**src/shared/dma_status_pkg.sv**
```systemverilog
// shared constants for the stream-to-memory status block
package dma_status_pkg;

  // bus geometry
  localparam int unsigned ADDR_W = 4;
  localparam int unsigned DATA_W = 32;
  localparam int unsigned STRB_W = DATA_W / 8;

  // register byte offsets
  localparam logic [ADDR_W-1:0] CTRL_OFS = 4'h0;
  localparam logic [ADDR_W-1:0] STAT_OFS = 4'h4;

  // control word fields (enables share the status flag positions)
  localparam int unsigned RUN_BIT = 0;
  // status word fields
  localparam int unsigned STOP_BIT = 0;
  localparam int unsigned INT_FAULT_BIT = 8;
  localparam int unsigned SLV_FAULT_BIT = 9;
  localparam int unsigned DEC_FAULT_BIT = 10;
  localparam int unsigned RSV_LO_BIT = 11;
  localparam int unsigned CMP_IRQ_BIT = 12;
  localparam int unsigned DLY_IRQ_BIT = 13;
  localparam int unsigned ERR_IRQ_BIT = 14;
  localparam int unsigned RSV_HI_BIT = 15;
  localparam int unsigned THR_LSB = 16;
  localparam int unsigned WAIT_LSB = 24;
  localparam int unsigned FIELD_W = 8;
  localparam int unsigned NUM_IRQ = 3;

  // byte lanes carrying each group
  localparam int unsigned LANE_RUN = 0;
  localparam int unsigned LANE_FLAGS = 1;
  localparam int unsigned LANE_THR = 2;
  localparam int unsigned LANE_WAIT = 3;

  // reset values
  localparam logic [7:0] THR_RST = 8'h01;
  localparam logic [7:0] WAIT_RST = 8'h00;

  // response codes
  localparam logic [1:0] RESP_OKAY = 2'h0;
  localparam logic [1:0] RESP_DECERR = 2'h3;

  // halt sequencer states
  typedef enum logic [1:0] {
    HS_STOPPED = 2'b00,
    HS_RUNNING = 2'b01,
    HS_DRAINING = 2'b10
  } halt_state_e;

endpackage : dma_status_pkg

```
**src/design/axil_port.sv**
```systemverilog
// axi4-lite slave handshake front end for the status block
`timescale 1ns/1ps
`default_nettype none
module axil_port (
  // clock and reset
  input wire logic aclk,
  input wire logic aresetn,
  // write address and data channels
  input wire logic [dma_status_pkg::ADDR_W-1:0] s_axi_awaddr,
  input wire logic s_axi_awvalid,
  output logic s_axi_awready,
  input wire logic [dma_status_pkg::DATA_W-1:0] s_axi_wdata,
  input wire logic [dma_status_pkg::STRB_W-1:0] s_axi_wstrb,
  input wire logic s_axi_wvalid,
  output logic s_axi_wready,
  // write response channel
  output logic [1:0] s_axi_bresp,
  output logic s_axi_bvalid,
  input wire logic s_axi_bready,
  // read channels
  input wire logic [dma_status_pkg::ADDR_W-1:0] s_axi_araddr,
  input wire logic s_axi_arvalid,
  output logic s_axi_arready,
  output logic [dma_status_pkg::DATA_W-1:0] s_axi_rdata,
  output logic [1:0] s_axi_rresp,
  output logic s_axi_rvalid,
  input wire logic s_axi_rready,
  // register file side
  output logic wr_fire,
  output logic [dma_status_pkg::ADDR_W-1:0] wr_addr,
  output logic [dma_status_pkg::DATA_W-1:0] wr_data,
  output logic [dma_status_pkg::STRB_W-1:0] wr_strb,
  input wire logic wr_ok,
  output logic rd_fire,
  output logic [dma_status_pkg::ADDR_W-1:0] rd_addr,
  input wire logic [dma_status_pkg::DATA_W-1:0] rd_data,
  input wire logic rd_ok
);
  import dma_status_pkg::*;

  logic aw_full_q, aw_full_d, w_full_q, w_full_d, b_q, b_d;
  logic ar_full_q, ar_full_d, r_q, r_d;
  logic [ADDR_W-1:0] awa_q, awa_d, ara_q, ara_d;
  logic [DATA_W-1:0] wd_q, wd_d, rd_q, rd_d;
  logic [STRB_W-1:0] ws_q, ws_d;
  logic [1:0] br_q, br_d, rr_q, rr_d;

  // ready while nothing is held and no answer waits
  assign s_axi_awready = !aw_full_q && !b_q;
  assign s_axi_wready = !w_full_q && !b_q;
  assign s_axi_arready = !ar_full_q && !r_q;
  assign wr_fire = aw_full_q && w_full_q;
  assign rd_fire = ar_full_q;
  assign wr_addr = awa_q;
  assign wr_data = wd_q;
  assign wr_strb = ws_q;
  assign rd_addr = ara_q;
  assign s_axi_bvalid = b_q;
  assign s_axi_bresp = br_q;
  assign s_axi_rvalid = r_q;
  assign s_axi_rresp = rr_q;
  assign s_axi_rdata = rd_q;

  // next state of both channel pairs
  always_comb begin
    aw_full_d = aw_full_q;
    w_full_d = w_full_q;
    b_d = b_q;
    br_d = br_q;
    awa_d = awa_q;
    wd_d = wd_q;
    ws_d = ws_q;
    ar_full_d = ar_full_q;
    r_d = r_q;
    rr_d = rr_q;
    ara_d = ara_q;
    rd_d = rd_q;
    if (s_axi_awvalid && s_axi_awready) begin
      aw_full_d = 1'b1;
      awa_d = s_axi_awaddr;
    end
    if (s_axi_wvalid && s_axi_wready) begin
      w_full_d = 1'b1;
      wd_d = s_axi_wdata;
      ws_d = s_axi_wstrb;
    end
    if (wr_fire) begin
      aw_full_d = 1'b0;
      w_full_d = 1'b0;
      b_d = 1'b1;
      br_d = wr_ok ? RESP_OKAY : RESP_DECERR;
    end else if (b_q && s_axi_bready) begin
      b_d = 1'b0;
    end
    if (s_axi_arvalid && s_axi_arready) begin
      ar_full_d = 1'b1;
      ara_d = s_axi_araddr;
    end
    if (rd_fire) begin
      ar_full_d = 1'b0;
      r_d = 1'b1;
      rd_d = rd_ok ? rd_data : '0;
      rr_d = rd_ok ? RESP_OKAY : RESP_DECERR;
    end else if (r_q && s_axi_rready) begin
      r_d = 1'b0;
    end
  end

  // channel state registers
  always_ff @(posedge aclk) begin
    if (!aresetn) begin
      aw_full_q <= 1'b0;
      w_full_q <= 1'b0;
      b_q <= 1'b0;
      br_q <= RESP_OKAY;
      awa_q <= '0;
      wd_q <= '0;
      ws_q <= '0;
      ar_full_q <= 1'b0;
      r_q <= 1'b0;
      rr_q <= RESP_OKAY;
      ara_q <= '0;
      rd_q <= '0;
    end else begin
      aw_full_q <= aw_full_d;
      w_full_q <= w_full_d;
      b_q <= b_d;
      br_q <= br_d;
      awa_q <= awa_d;
      wd_q <= wd_d;
      ws_q <= ws_d;
      ar_full_q <= ar_full_d;
      r_q <= r_d;
      rr_q <= rr_d;
      ara_q <= ara_d;
      rd_q <= rd_d;
    end
  end

endmodule : axil_port
`default_nettype wire

```
**src/design/halt_sequencer.sv**
```systemverilog
// graceful halt sequencing: stopped only after the engine drains
`timescale 1ns/1ps
`default_nettype none
module halt_sequencer (
  // clock and reset
  input wire logic aclk,
  input wire logic aresetn,
  // control and engine state
  input wire logic run_stop,
  input wire logic engine_idle,
  // status
  output logic stopped_indication
);
  import dma_status_pkg::*;

  halt_state_e state_q, state_d;

  // next state: stop request drains before reporting stopped
  always_comb begin
    case (state_q)
      HS_STOPPED: state_d = run_stop ? HS_RUNNING : HS_STOPPED;
      HS_RUNNING: state_d = run_stop ? HS_RUNNING : HS_DRAINING;
      HS_DRAINING: state_d = engine_idle ? HS_STOPPED : HS_DRAINING;
      default: state_d = HS_STOPPED;
    endcase
  end

  // state register, stopped out of reset
  always_ff @(posedge aclk) begin
    if (!aresetn) begin
      state_q <= HS_STOPPED;
    end else begin
      state_q <= state_d;
    end
  end

  assign stopped_indication = (state_q == HS_STOPPED);

endmodule : halt_sequencer
`default_nettype wire

```
**src/design/s2mm_dma_status_upper.sv**
```systemverilog
// stream-to-memory status register, upper half, with control and irq
// Notes on behaviour
// completed descriptor fetched: internal fault, tail
// descriptor fault: clear run, then stopped
// slave error response sets slave fault
// decode error on pointer sets decode fault
// faults reported only in status register
// simple mode: three faults read zero
// bits 11 and 15 read zero
// end-of-frame or transfer done sets completion
// completion irq needs enable and threshold; simple mode skips the threshold
// delay timeout sets delay flag, zero simple
// any error sets error flag, irq
// bits 23:16 show threshold, reset 01h
// bits 31:24 show delay, reset 00h
// write one clears irq flag
// flags read zero after reset
`timescale 1ns/1ps
`default_nettype none
module s2mm_dma_status_upper #(
  parameter bit DESC_ENGINE_PRESENT = 1'b1
) (
  // clock and reset
  input wire logic aclk,
  input wire logic aresetn,
  // axi4-lite write channels
  input wire logic [dma_status_pkg::ADDR_W-1:0] s_axi_awaddr,
  input wire logic s_axi_awvalid,
  output logic s_axi_awready,
  input wire logic [dma_status_pkg::DATA_W-1:0] s_axi_wdata,
  input wire logic [dma_status_pkg::STRB_W-1:0] s_axi_wstrb,
  input wire logic s_axi_wvalid,
  output logic s_axi_wready,
  output logic [1:0] s_axi_bresp,
  output logic s_axi_bvalid,
  input wire logic s_axi_bready,
  // axi4-lite read channels
  input wire logic [dma_status_pkg::ADDR_W-1:0] s_axi_araddr,
  input wire logic s_axi_arvalid,
  output logic s_axi_arready,
  output logic [dma_status_pkg::DATA_W-1:0] s_axi_rdata,
  output logic [1:0] s_axi_rresp,
  output logic s_axi_rvalid,
  input wire logic s_axi_rready,
  // descriptor engine events
  input wire logic desc_fetch_done,
  input wire logic desc_fetch_cmplt_set,
  input wire logic desc_resp_valid,
  input wire logic desc_resp_slverr,
  input wire logic desc_resp_decerr,
  // transfer and timer events
  input wire logic eof_desc_done,
  input wire logic xfer_done,
  input wire logic delay_timeout,
  input wire logic datapath_error,
  input wire logic threshold_reached,
  input wire logic engine_idle,
  // engine control and status
  output logic run_stop_control,
  output logic stopped_indication,
  output logic treat_as_tail,
  output logic [7:0] irq_count_limit_cfg,
  output logic [7:0] irq_wait_time_cfg,
  // interrupt
  output logic irq
);
  import dma_status_pkg::*;

  logic wr_fire, rd_fire, wr_ok, rd_ok;
  logic [ADDR_W-1:0] wr_addr, rd_addr;
  logic [DATA_W-1:0] wr_data, rd_data, status_word, ctrl_word;
  logic [STRB_W-1:0] wr_strb;
  logic ctrl_wr, stat_wr;
  logic int_ev, slv_ev, dec_ev, desc_err, cmp_ev, dly_ev, err_ev;
  logic run_q, run_d, irq_q, irq_d;
  logic [NUM_IRQ-1:0] en_q, en_d, flag_q, flag_d, ev_vec, clr_vec;
  logic [2:0] fault_q, fault_d;
  logic [7:0] thr_q, thr_d, wait_q, wait_d;

  // bus front end
  axil_port u_port (
    .aclk(aclk),
    .aresetn(aresetn),
    .s_axi_awaddr(s_axi_awaddr),
    .s_axi_awvalid(s_axi_awvalid),
    .s_axi_awready(s_axi_awready),
    .s_axi_wdata(s_axi_wdata),
    .s_axi_wstrb(s_axi_wstrb),
    .s_axi_wvalid(s_axi_wvalid),
    .s_axi_wready(s_axi_wready),
    .s_axi_bresp(s_axi_bresp),
    .s_axi_bvalid(s_axi_bvalid),
    .s_axi_bready(s_axi_bready),
    .s_axi_araddr(s_axi_araddr),
    .s_axi_arvalid(s_axi_arvalid),
    .s_axi_arready(s_axi_arready),
    .s_axi_rdata(s_axi_rdata),
    .s_axi_rresp(s_axi_rresp),
    .s_axi_rvalid(s_axi_rvalid),
    .s_axi_rready(s_axi_rready),
    .wr_fire(wr_fire),
    .wr_addr(wr_addr),
    .wr_data(wr_data),
    .wr_strb(wr_strb),
    .wr_ok(wr_ok),
    .rd_fire(rd_fire),
    .rd_addr(rd_addr),
    .rd_data(rd_data),
    .rd_ok(rd_ok)
  );

  // address decode, word aligned
  assign ctrl_wr = wr_fire && (wr_addr[ADDR_W-1:2] == CTRL_OFS[ADDR_W-1:2]);
  assign stat_wr = wr_fire && (wr_addr[ADDR_W-1:2] == STAT_OFS[ADDR_W-1:2]);
  assign wr_ok = (wr_addr[ADDR_W-1:2] == CTRL_OFS[ADDR_W-1:2]) ||
                 (wr_addr[ADDR_W-1:2] == STAT_OFS[ADDR_W-1:2]);
  assign rd_ok = (rd_addr[ADDR_W-1:2] == CTRL_OFS[ADDR_W-1:2]) ||
                 (rd_addr[ADDR_W-1:2] == STAT_OFS[ADDR_W-1:2]);

  // event decode; simple mode masks engine-only sources
  // completed descriptor fetch
  assign int_ev = DESC_ENGINE_PRESENT && desc_fetch_done &&
                  desc_fetch_cmplt_set;
  // slave error on descriptor access
  assign slv_ev = DESC_ENGINE_PRESENT && desc_resp_valid && desc_resp_slverr;
  // decode error on descriptor pointer
  assign dec_ev = DESC_ENGINE_PRESENT && desc_resp_valid && desc_resp_decerr;
  assign desc_err = int_ev || slv_ev || dec_ev;
  // completion source per mode
  assign cmp_ev = DESC_ENGINE_PRESENT ? eof_desc_done : xfer_done;
  // delay timeout only with the engine
  assign dly_ev = DESC_ENGINE_PRESENT && delay_timeout;
  // every error reaches the error flag
  assign err_ev = desc_err || datapath_error;
  assign ev_vec = {err_ev, dly_ev, cmp_ev};
  // completed descriptor fetch (internal fault) ends the chain; slave and decode faults do not
  assign treat_as_tail = int_ev;

  // write-one-to-clear on the flag byte lane
  assign clr_vec = (stat_wr && wr_strb[LANE_FLAGS]) ?
                   wr_data[ERR_IRQ_BIT:CMP_IRQ_BIT] : '0;

  // control and status next values
  always_comb begin
    run_d = run_q;
    en_d = en_q;
    thr_d = thr_q;
    wait_d = wait_q;
    if (ctrl_wr && wr_strb[LANE_RUN]) begin
      run_d = wr_data[RUN_BIT];
    end
    if (ctrl_wr && wr_strb[LANE_FLAGS]) begin
      en_d = wr_data[ERR_IRQ_BIT:CMP_IRQ_BIT];
    end
    if (ctrl_wr && wr_strb[LANE_THR]) begin
      thr_d = wr_data[THR_LSB +: FIELD_W];
    end
    if (ctrl_wr && wr_strb[LANE_WAIT]) begin
      wait_d = wr_data[WAIT_LSB +: FIELD_W];
    end
    // fault drops run ahead of any write
    if (desc_err) begin
      run_d = 1'b0;
    end
    // faults stick here only, nothing goes to descriptors
    fault_d = fault_q | {dec_ev, slv_ev, int_ev};
    // a new event wins over a clear in the same cycle
    flag_d = (flag_q & ~clr_vec) | ev_vec;
    // completion gated by enable, and by threshold with the engine
    irq_d = (flag_q[0] && en_q[0] && (threshold_reached ||
             !DESC_ENGINE_PRESENT)) ||
            // delay flag through its enable
            (flag_q[1] && en_q[1]) ||
            // error flag through its enable
            (flag_q[2] && en_q[2]);
  end

  // control and status registers
  always_ff @(posedge aclk) begin
    if (!aresetn) begin
      run_q <= 1'b0;
      en_q <= '0;
      // threshold out of reset
      thr_q <= THR_RST;
      // delay out of reset
      wait_q <= WAIT_RST;
      // flags clear at reset
      fault_q <= '0;
      flag_q <= '0;
      irq_q <= 1'b0;
    end else begin
      run_q <= run_d;
      en_q <= en_d;
      thr_q <= thr_d;
      wait_q <= wait_d;
      fault_q <= fault_d;
      flag_q <= flag_d;
      irq_q <= irq_d;
    end
  end

  // stopped reported only once drained
  halt_sequencer u_halt (
    .aclk(aclk),
    .aresetn(aresetn),
    .run_stop(run_q),
    .engine_idle(engine_idle),
    .stopped_indication(stopped_indication)
  );

  // read words
  always_comb begin
    ctrl_word = '0;
    ctrl_word[RUN_BIT] = run_q;
    ctrl_word[ERR_IRQ_BIT:CMP_IRQ_BIT] = en_q;
    ctrl_word[THR_LSB +: FIELD_W] = thr_q;
    ctrl_word[WAIT_LSB +: FIELD_W] = wait_q;
    // reserved bits stay zero from the default
    status_word = '0;
    status_word[STOP_BIT] = stopped_indication;
    // faults masked in simple mode
    status_word[DEC_FAULT_BIT:INT_FAULT_BIT] =
      DESC_ENGINE_PRESENT ? fault_q : 3'h0;
    status_word[ERR_IRQ_BIT:CMP_IRQ_BIT] = flag_q;
    // threshold readback, zero in simple mode
    status_word[THR_LSB +: FIELD_W] = DESC_ENGINE_PRESENT ? thr_q : 8'h00;
    // delay readback, zero in simple mode
    status_word[WAIT_LSB +: FIELD_W] = DESC_ENGINE_PRESENT ? wait_q : 8'h00;
    rd_data = (rd_addr[ADDR_W-1:2] == STAT_OFS[ADDR_W-1:2]) ?
              status_word : ctrl_word;
  end

  // outputs from registers
  assign run_stop_control = run_q;
  assign irq_count_limit_cfg = thr_q;
  assign irq_wait_time_cfg = wait_q;
  assign irq = irq_q;
endmodule : s2mm_dma_status_upper
`default_nettype wire

```
**config.mk**
```make
export PLATFORM = sky130hd
export DESIGN_NAME = s2mm_dma_status_upper
export DESIGN_NICKNAME = d
export VERILOG_FILES = /design/src/shared/dma_status_pkg.sv /design/src/design/axil_port.sv /design/src/design/halt_sequencer.sv /design/src/design/s2mm_dma_status_upper.sv
export SDC_FILE = /design/constraint.sdc
export NUM_CORES = 1
export LEC_CHECK = 0
export ABC_AREA = 0
export BUFFER_PORTS_ARGS = -buffer_cell sky130_fd_sc_hd__buf_2
export CORE_UTILIZATION = 40
export DETAILED_ROUTE_END_ITERATION = 8
export PLACE_DENSITY_LB_ADDON = 0.1
export RECOVER_POWER = 25
export SLEW_MARGIN = 30
export SYNTH_ARGS = -nofsm -noshare
export SYNTH_HDL_FRONTEND = slang
export SYNTH_SLANG_ARGS = --single-unit
```
**constraint.sdc**
```tcl
create_clock -name aclk -period 2.5 [get_ports aclk]
set_input_delay 0.25 -clock aclk [delete_from_list [all_inputs] [get_ports aclk]]
set_output_delay 0.25 -clock aclk [all_outputs]
set_load 0.02 [all_outputs]
```
-- After elaboration in Yosys (flattened, before gate mapping)
Cells that the tools add are included.
- word-level logic and storage cells: 86
- input bits: 62
- register bits: 114
- output and inout port bits: 61
- equality and inequality tests: 4
- reduce and logical (&&, ||, !) cells: 43
- bitwise logic cells: 5
- mux-type cells: 14
- operators with widths (kind ; number):
    $mux 32 ; 1
    $logic_and 1x1->1 ; 23
    $mux 15 ; 1
    $mux 2 ; 4
    $logic_or 1x1->1 ; 7
    $eq 2x1->1 const B ; 3
    $logic_not 2->1 ; 3
    $mux 1 ; 6
    $or 3x3->3 ; 2
    $pmux 2 s3 ; 1
    $reduce_or 2->1 ; 3
    $logic_not 1->1 ; 5
    $reduce_bool 2->1 ; 2
    $and 3x3->3 ; 1
    $mux 3 ; 1
    $not 3->3 ; 1
    $eq 2x2->1 const B ; 1
    $not 1->1 ; 1

-- Logic depth before layout (Yosys ltp)
- depth in word-level cells: 7
- gate-level depth with buffers: 6
- mapped depth without buffers: 3

-- Cells and area by module
Synthesis repeated with hierarchy kept, for this count alone.
- cells, all modules: 514
- area, all modules: 4768.3 µm²
- by module, submodules not included (module ; area an instance (µm²) ; instances ; cells each ; seq. area each (µm²)):
    axil_port ; 3309.4 ; 1 ; 363 ; 1661.6
    s2mm_dma_status_upper ; 1375.1 ; 1 ; 143 ; 540.5
    halt_sequencer ; 83.8 ; 1 ; 8 ; 40.0

-- Worst setup path after synthesis
No wires, ideal clock.
- path type: register to register
- start: reg u_port.b_q (netlist: u_port.s_axi_bvalid)
- end: reg u_port.wd_q[16] (netlist: u_port.wr_data[16])
- required time: 2.366 ns
- data arrival time: 1.175 ns
- period minus slack after synthesis: 1.309 ns
- path buffers: 2
- path slack: 1.191 ns
- stages on the path, launching flop included: 6
- setup time: 0.134 ns
- cells stage by stage: dfxtp_1 or3b_1 buf_6 buf_6 nand2_1 a21oi_1
- word-level cells in the longest chain between the ends: 3
- ends and longest elaborated chain (item ; line ; source):
    from (decl) ; axil_port.sv:41 ; logic aw_full_q, aw_full_d, w_full_q, w_full_d, b_q, b_d;
    from (signal assigned) ; axil_port.sv:114 ; b_q <= 1'b0;
    from (signal assigned) ; axil_port.sv:127 ; b_q <= b_d;
    $logic_not 1->1 ; axil_port.sv:50 ; assign s_axi_wready = !w_full_q && !b_q;
    $logic_and 1x1->1 ; axil_port.sv:50 ;
    $logic_and 1x1->1 ; axil_port.sv:82 ; if (s_axi_wvalid && s_axi_wready) begin
    to (signal assigned) ; axil_port.sv:130 ; wd_q <= wd_d;
    to (decl) ; axil_port.sv:44 ; logic [DATA_W-1:0] wd_q, wd_d, rd_q, rd_d;
Every way passes these cells.
A chain may end at the register's enable or synchronous reset.

-- Worst setup path in the final report
- start: reg u_port.ar_full_q (netlist: u_port.rd_fire)
- end: out s_axi_arready
- word-level cells in the longest chain between the ends: 2
- ends and longest elaborated chain (item ; line ; source):
    from (decl) ; axil_port.sv:42 ; logic ar_full_q, ar_full_d, r_q, r_d;
    from (signal assigned) ; axil_port.sv:132 ; ar_full_q <= ar_full_d;
    $logic_not 1->1 ; axil_port.sv:51 ; assign s_axi_arready = !ar_full_q && !r_q;
    $logic_and 1x1->1 ; axil_port.sv:51 ;
    to (decl) ; s2mm_dma_status_upper.sv:40 ; output logic s_axi_arready,
Every way passes these cells.

==> results.txt <==
clk sinks = 87
CP max stage cell = dfxtp_1
Die Width = 94.9 microns
Max Fclk = 511 MHz
# setup viols final = 0
Setup Buffers After CTS = 0
post-route ant nets = 0
Yosys warnings = 0
most frequent cells in the layout = dfxtp_1 (87), buf_2 (70), nand2_1 (69)
leading cell type in the layout, fill and taps excluded = dfxtp_1
P_sw = 0.656 mW
DRC Markers = 0
required time of the critical path = 2.25 ns
total core area = 8300 sq um
delay-heaviest family, CP = flip-flops
critical path type = flop to output port
Leak = 1.59 nW
global-route usage over all layers = 17.7%
Hold Crit Class = primary input to flop
Synth Flop Type = dfxtp_1
minimum clock period = 1.96 ns
RSZ-0062 raised after global routing = false
max cap viols = 0
gpl congestion = 0.739
num ports = 123
vias in the first global route = 2,478
internal power = 1.90 mW
hold-fix buffers at CTS = 0
Seq cells post-synth = 87
Startpoint Class = flop
nets@finish = 541
Vias/cell = 4.73
largest net degree at the start of global routing = 57
clk_lat worst skew = 0.35 ns
WL/cell = 13.0 microns
syn_area_per_cell = 8.68 sq um
PD cells = 636 nW/um^2
Worst VDD drop = 0.000233 V
CP Cell Sequence = buf_4 > nor2_1 > buf_2
H-Tree Depth = 3
die span in y = 94.9 microns
Final Max Slew Viols = 0
WP buf/inv = 2
PnR Total Power = 2.56 mW
first drt pass iteration count = 6
CTS buffer count = 9
clock share of power = 33.0%
total grt overflow = 0
Netlist cell types = 37
die footprint = 9010 sq um
status = finished, final reports clean
Starting Density = 41.6%
Max clock buf depth = 2
Final period util = 78.3%
first-pass GRT wire length = 12,100 microns
routed vias = 2,781
Async SR Flop Fraction = 0%
Post-synth EDFFs = 0
final hold violation count = 0
Worst Max-Slew Pin Slew = 1.18 ns
crit-path max FO = 22
sequential share of the synthesized area = 50.4%
CTS tree = done
clock-pin transition on the worst setup and hold timing paths = 0.08 ns
synthesized cell area = 3450 sq um
layout cells sized above 1 = 20.1%
Inserted Diodes = 0
critical path data arrival time = 1.71 ns
setup_tns = 0 ns
final HPWL from detailed placement = 5330 microns
Sw Share = 25.7%
post-cts resize count = 0
fill cell count = 891
crit end category = output port
initial antenna violation count = 0
row cnt = 33
Rel. slew slack = 21.0%
initial DRC count = 108
final setup skew = 0.00723 ns
CP max stage delay = 0.77 ns
# port buffers = 96
Final Routed Wirelength = 7640 microns
Comb power frac = 9.1%
Synth Instances = 398
area grow syn2layout = 16.3%
clock root cell = clkbuf_8
Flop pwr share = 57.9%
[per-stage QoR]
stage / util [%] / instances / hold WS [ns] / instance area, sq um / setup slack [ns]
after floorplan: - / 406 / 0.386 / 3480 / 1.19
after global placement: 46.9 / 573 / 0.444 / 3890 / 0.750
after detailed placement: 46.9 / 573 / 0.447 / 3890 / 0.678
after CTS: 48.8 / 588 / 0.121 / 4050 / 0.508
after global routing: 48.4 / 588 / 0.123 / 4020 / 0.428
final: 48.4 / 588 / 0.131 / 4020 / 0.543
[power groups by stage]
stage	clock [mW]	combinational, mW	sequential, mW
after CTS	0.870	0.237	1.48
after global routing	0.927	0.261	1.49
after floorplan	0	0.199	1.49
after global placement	0	0.233	1.51
after detailed placement	0	0.236	1.51
final	0.844	0.232	1.48
[metal layers]
| layer | global-route usage (%) | part of all wire [%] |
|---|---|---|
| met1 | 25.1 | 52 |
| met2 | 25.6 | 42 |
| met3 | 4.27 | 5.2 |
| met4 | 7.20 | 1.1 |
| met5 | 0 | 0 |
[cell type report]
class / count / area, sq um / area share, %
multi-input combinational: 276 / 1490 / 37.1
sequential: 87 / 1740 / 43.3
tap: 105 / 131 / 3.27
timing repair buffer: 99 / 468 / 11.6
clock inverter: 4 / 22.5 / 0.560
inverter: 6 / 22.5 / 0.560
clock buffer: 11 / 141 / 3.52
[worst paths after layout]
path	start	end	slack, ns	depth (start not counted)
setup / recovery	u_port.rd_fire	s_axi_arready	0.54	3
hold / removal	s_axi_wdata[21]	u_port.wr_data[21]	0.13	3
setup reg to reg	u_port.rd_fire	u_port.s_axi_rdata[23]	0.69	3
hold reg to reg	u_port.wr_data[25]	u_port.wr_data[25]	0.46	2
[cell families (layout without fill, tap and decap cells)]
group / after synthesis / count (layout) / share of synthesized area [%]
AOI/OAI and AO/OA: 85 / 85 / 13.0
DFF: 87 / 87 / 50.4
buffers and inverters: 43 / 120 / 7.28
muxes: 17 / 17 / 5.07
other: 1 / 9 / 0.109
and+or+nand+nor: 165 / 165 / 24.1
[tightest hold or removal path, cell delays in order]
cell     delay (ns)
buf_2          0.09
nand2_1        0.04
a21oi_1        0.05
[cells in the mapped netlist (2+ instances only)]
cell type / instances / area share (%)
o21ai_0: 15 / 2.2
and2_1: 4 / 0.72
nand2b_1: 15 / 2.7
buf_2: 9 / 1.3
buf_6: 3 / 0.98
buf_4: 12 / 2.6
nand2_1: 69 / 7.5
a21oi_1: 62 / 9.0
nand3b_1: 9 / 2.0
mux2_2: 4 / 1.3
nor2b_1: 12 / 2.2
nor3b_1: 5 / 1.1
dfxtp_1: 87 / 50
inv_1: 5 / 0.54
nor2_1: 26 / 2.8
mux2i_1: 13 / 3.8
a22oi_1: 2 / 0.43
nand3_1: 15 / 2.2
nand4_1: 3 / 0.54
clkbuf_1: 11 / 1.2
[registers in the layout, indices dropped and copies added (netlist names)]
name                 count
u_port.s_axi_rdata      23
u_port.wr_data          20
irq_count_limit_cfg      8
irq_wait_time_cfg        8
u_port.wr_strb           4
en_q                     3
fault_q                  3
flag_q                   3
u_halt.state_q           2
u_port.rd_addr           2
u_port.wr_addr           2
irq                      1
run_stop_control         1
u_port.aw_full_q         1
u_port.rd_fire           1
u_port.s_axi_bresp       1
u_port.s_axi_bvalid      1
u_port.s_axi_rresp       1
u_port.s_axi_rvalid      1
u_port.w_full_q          1
Note: power is estimated with default switching activity, not from simulation.
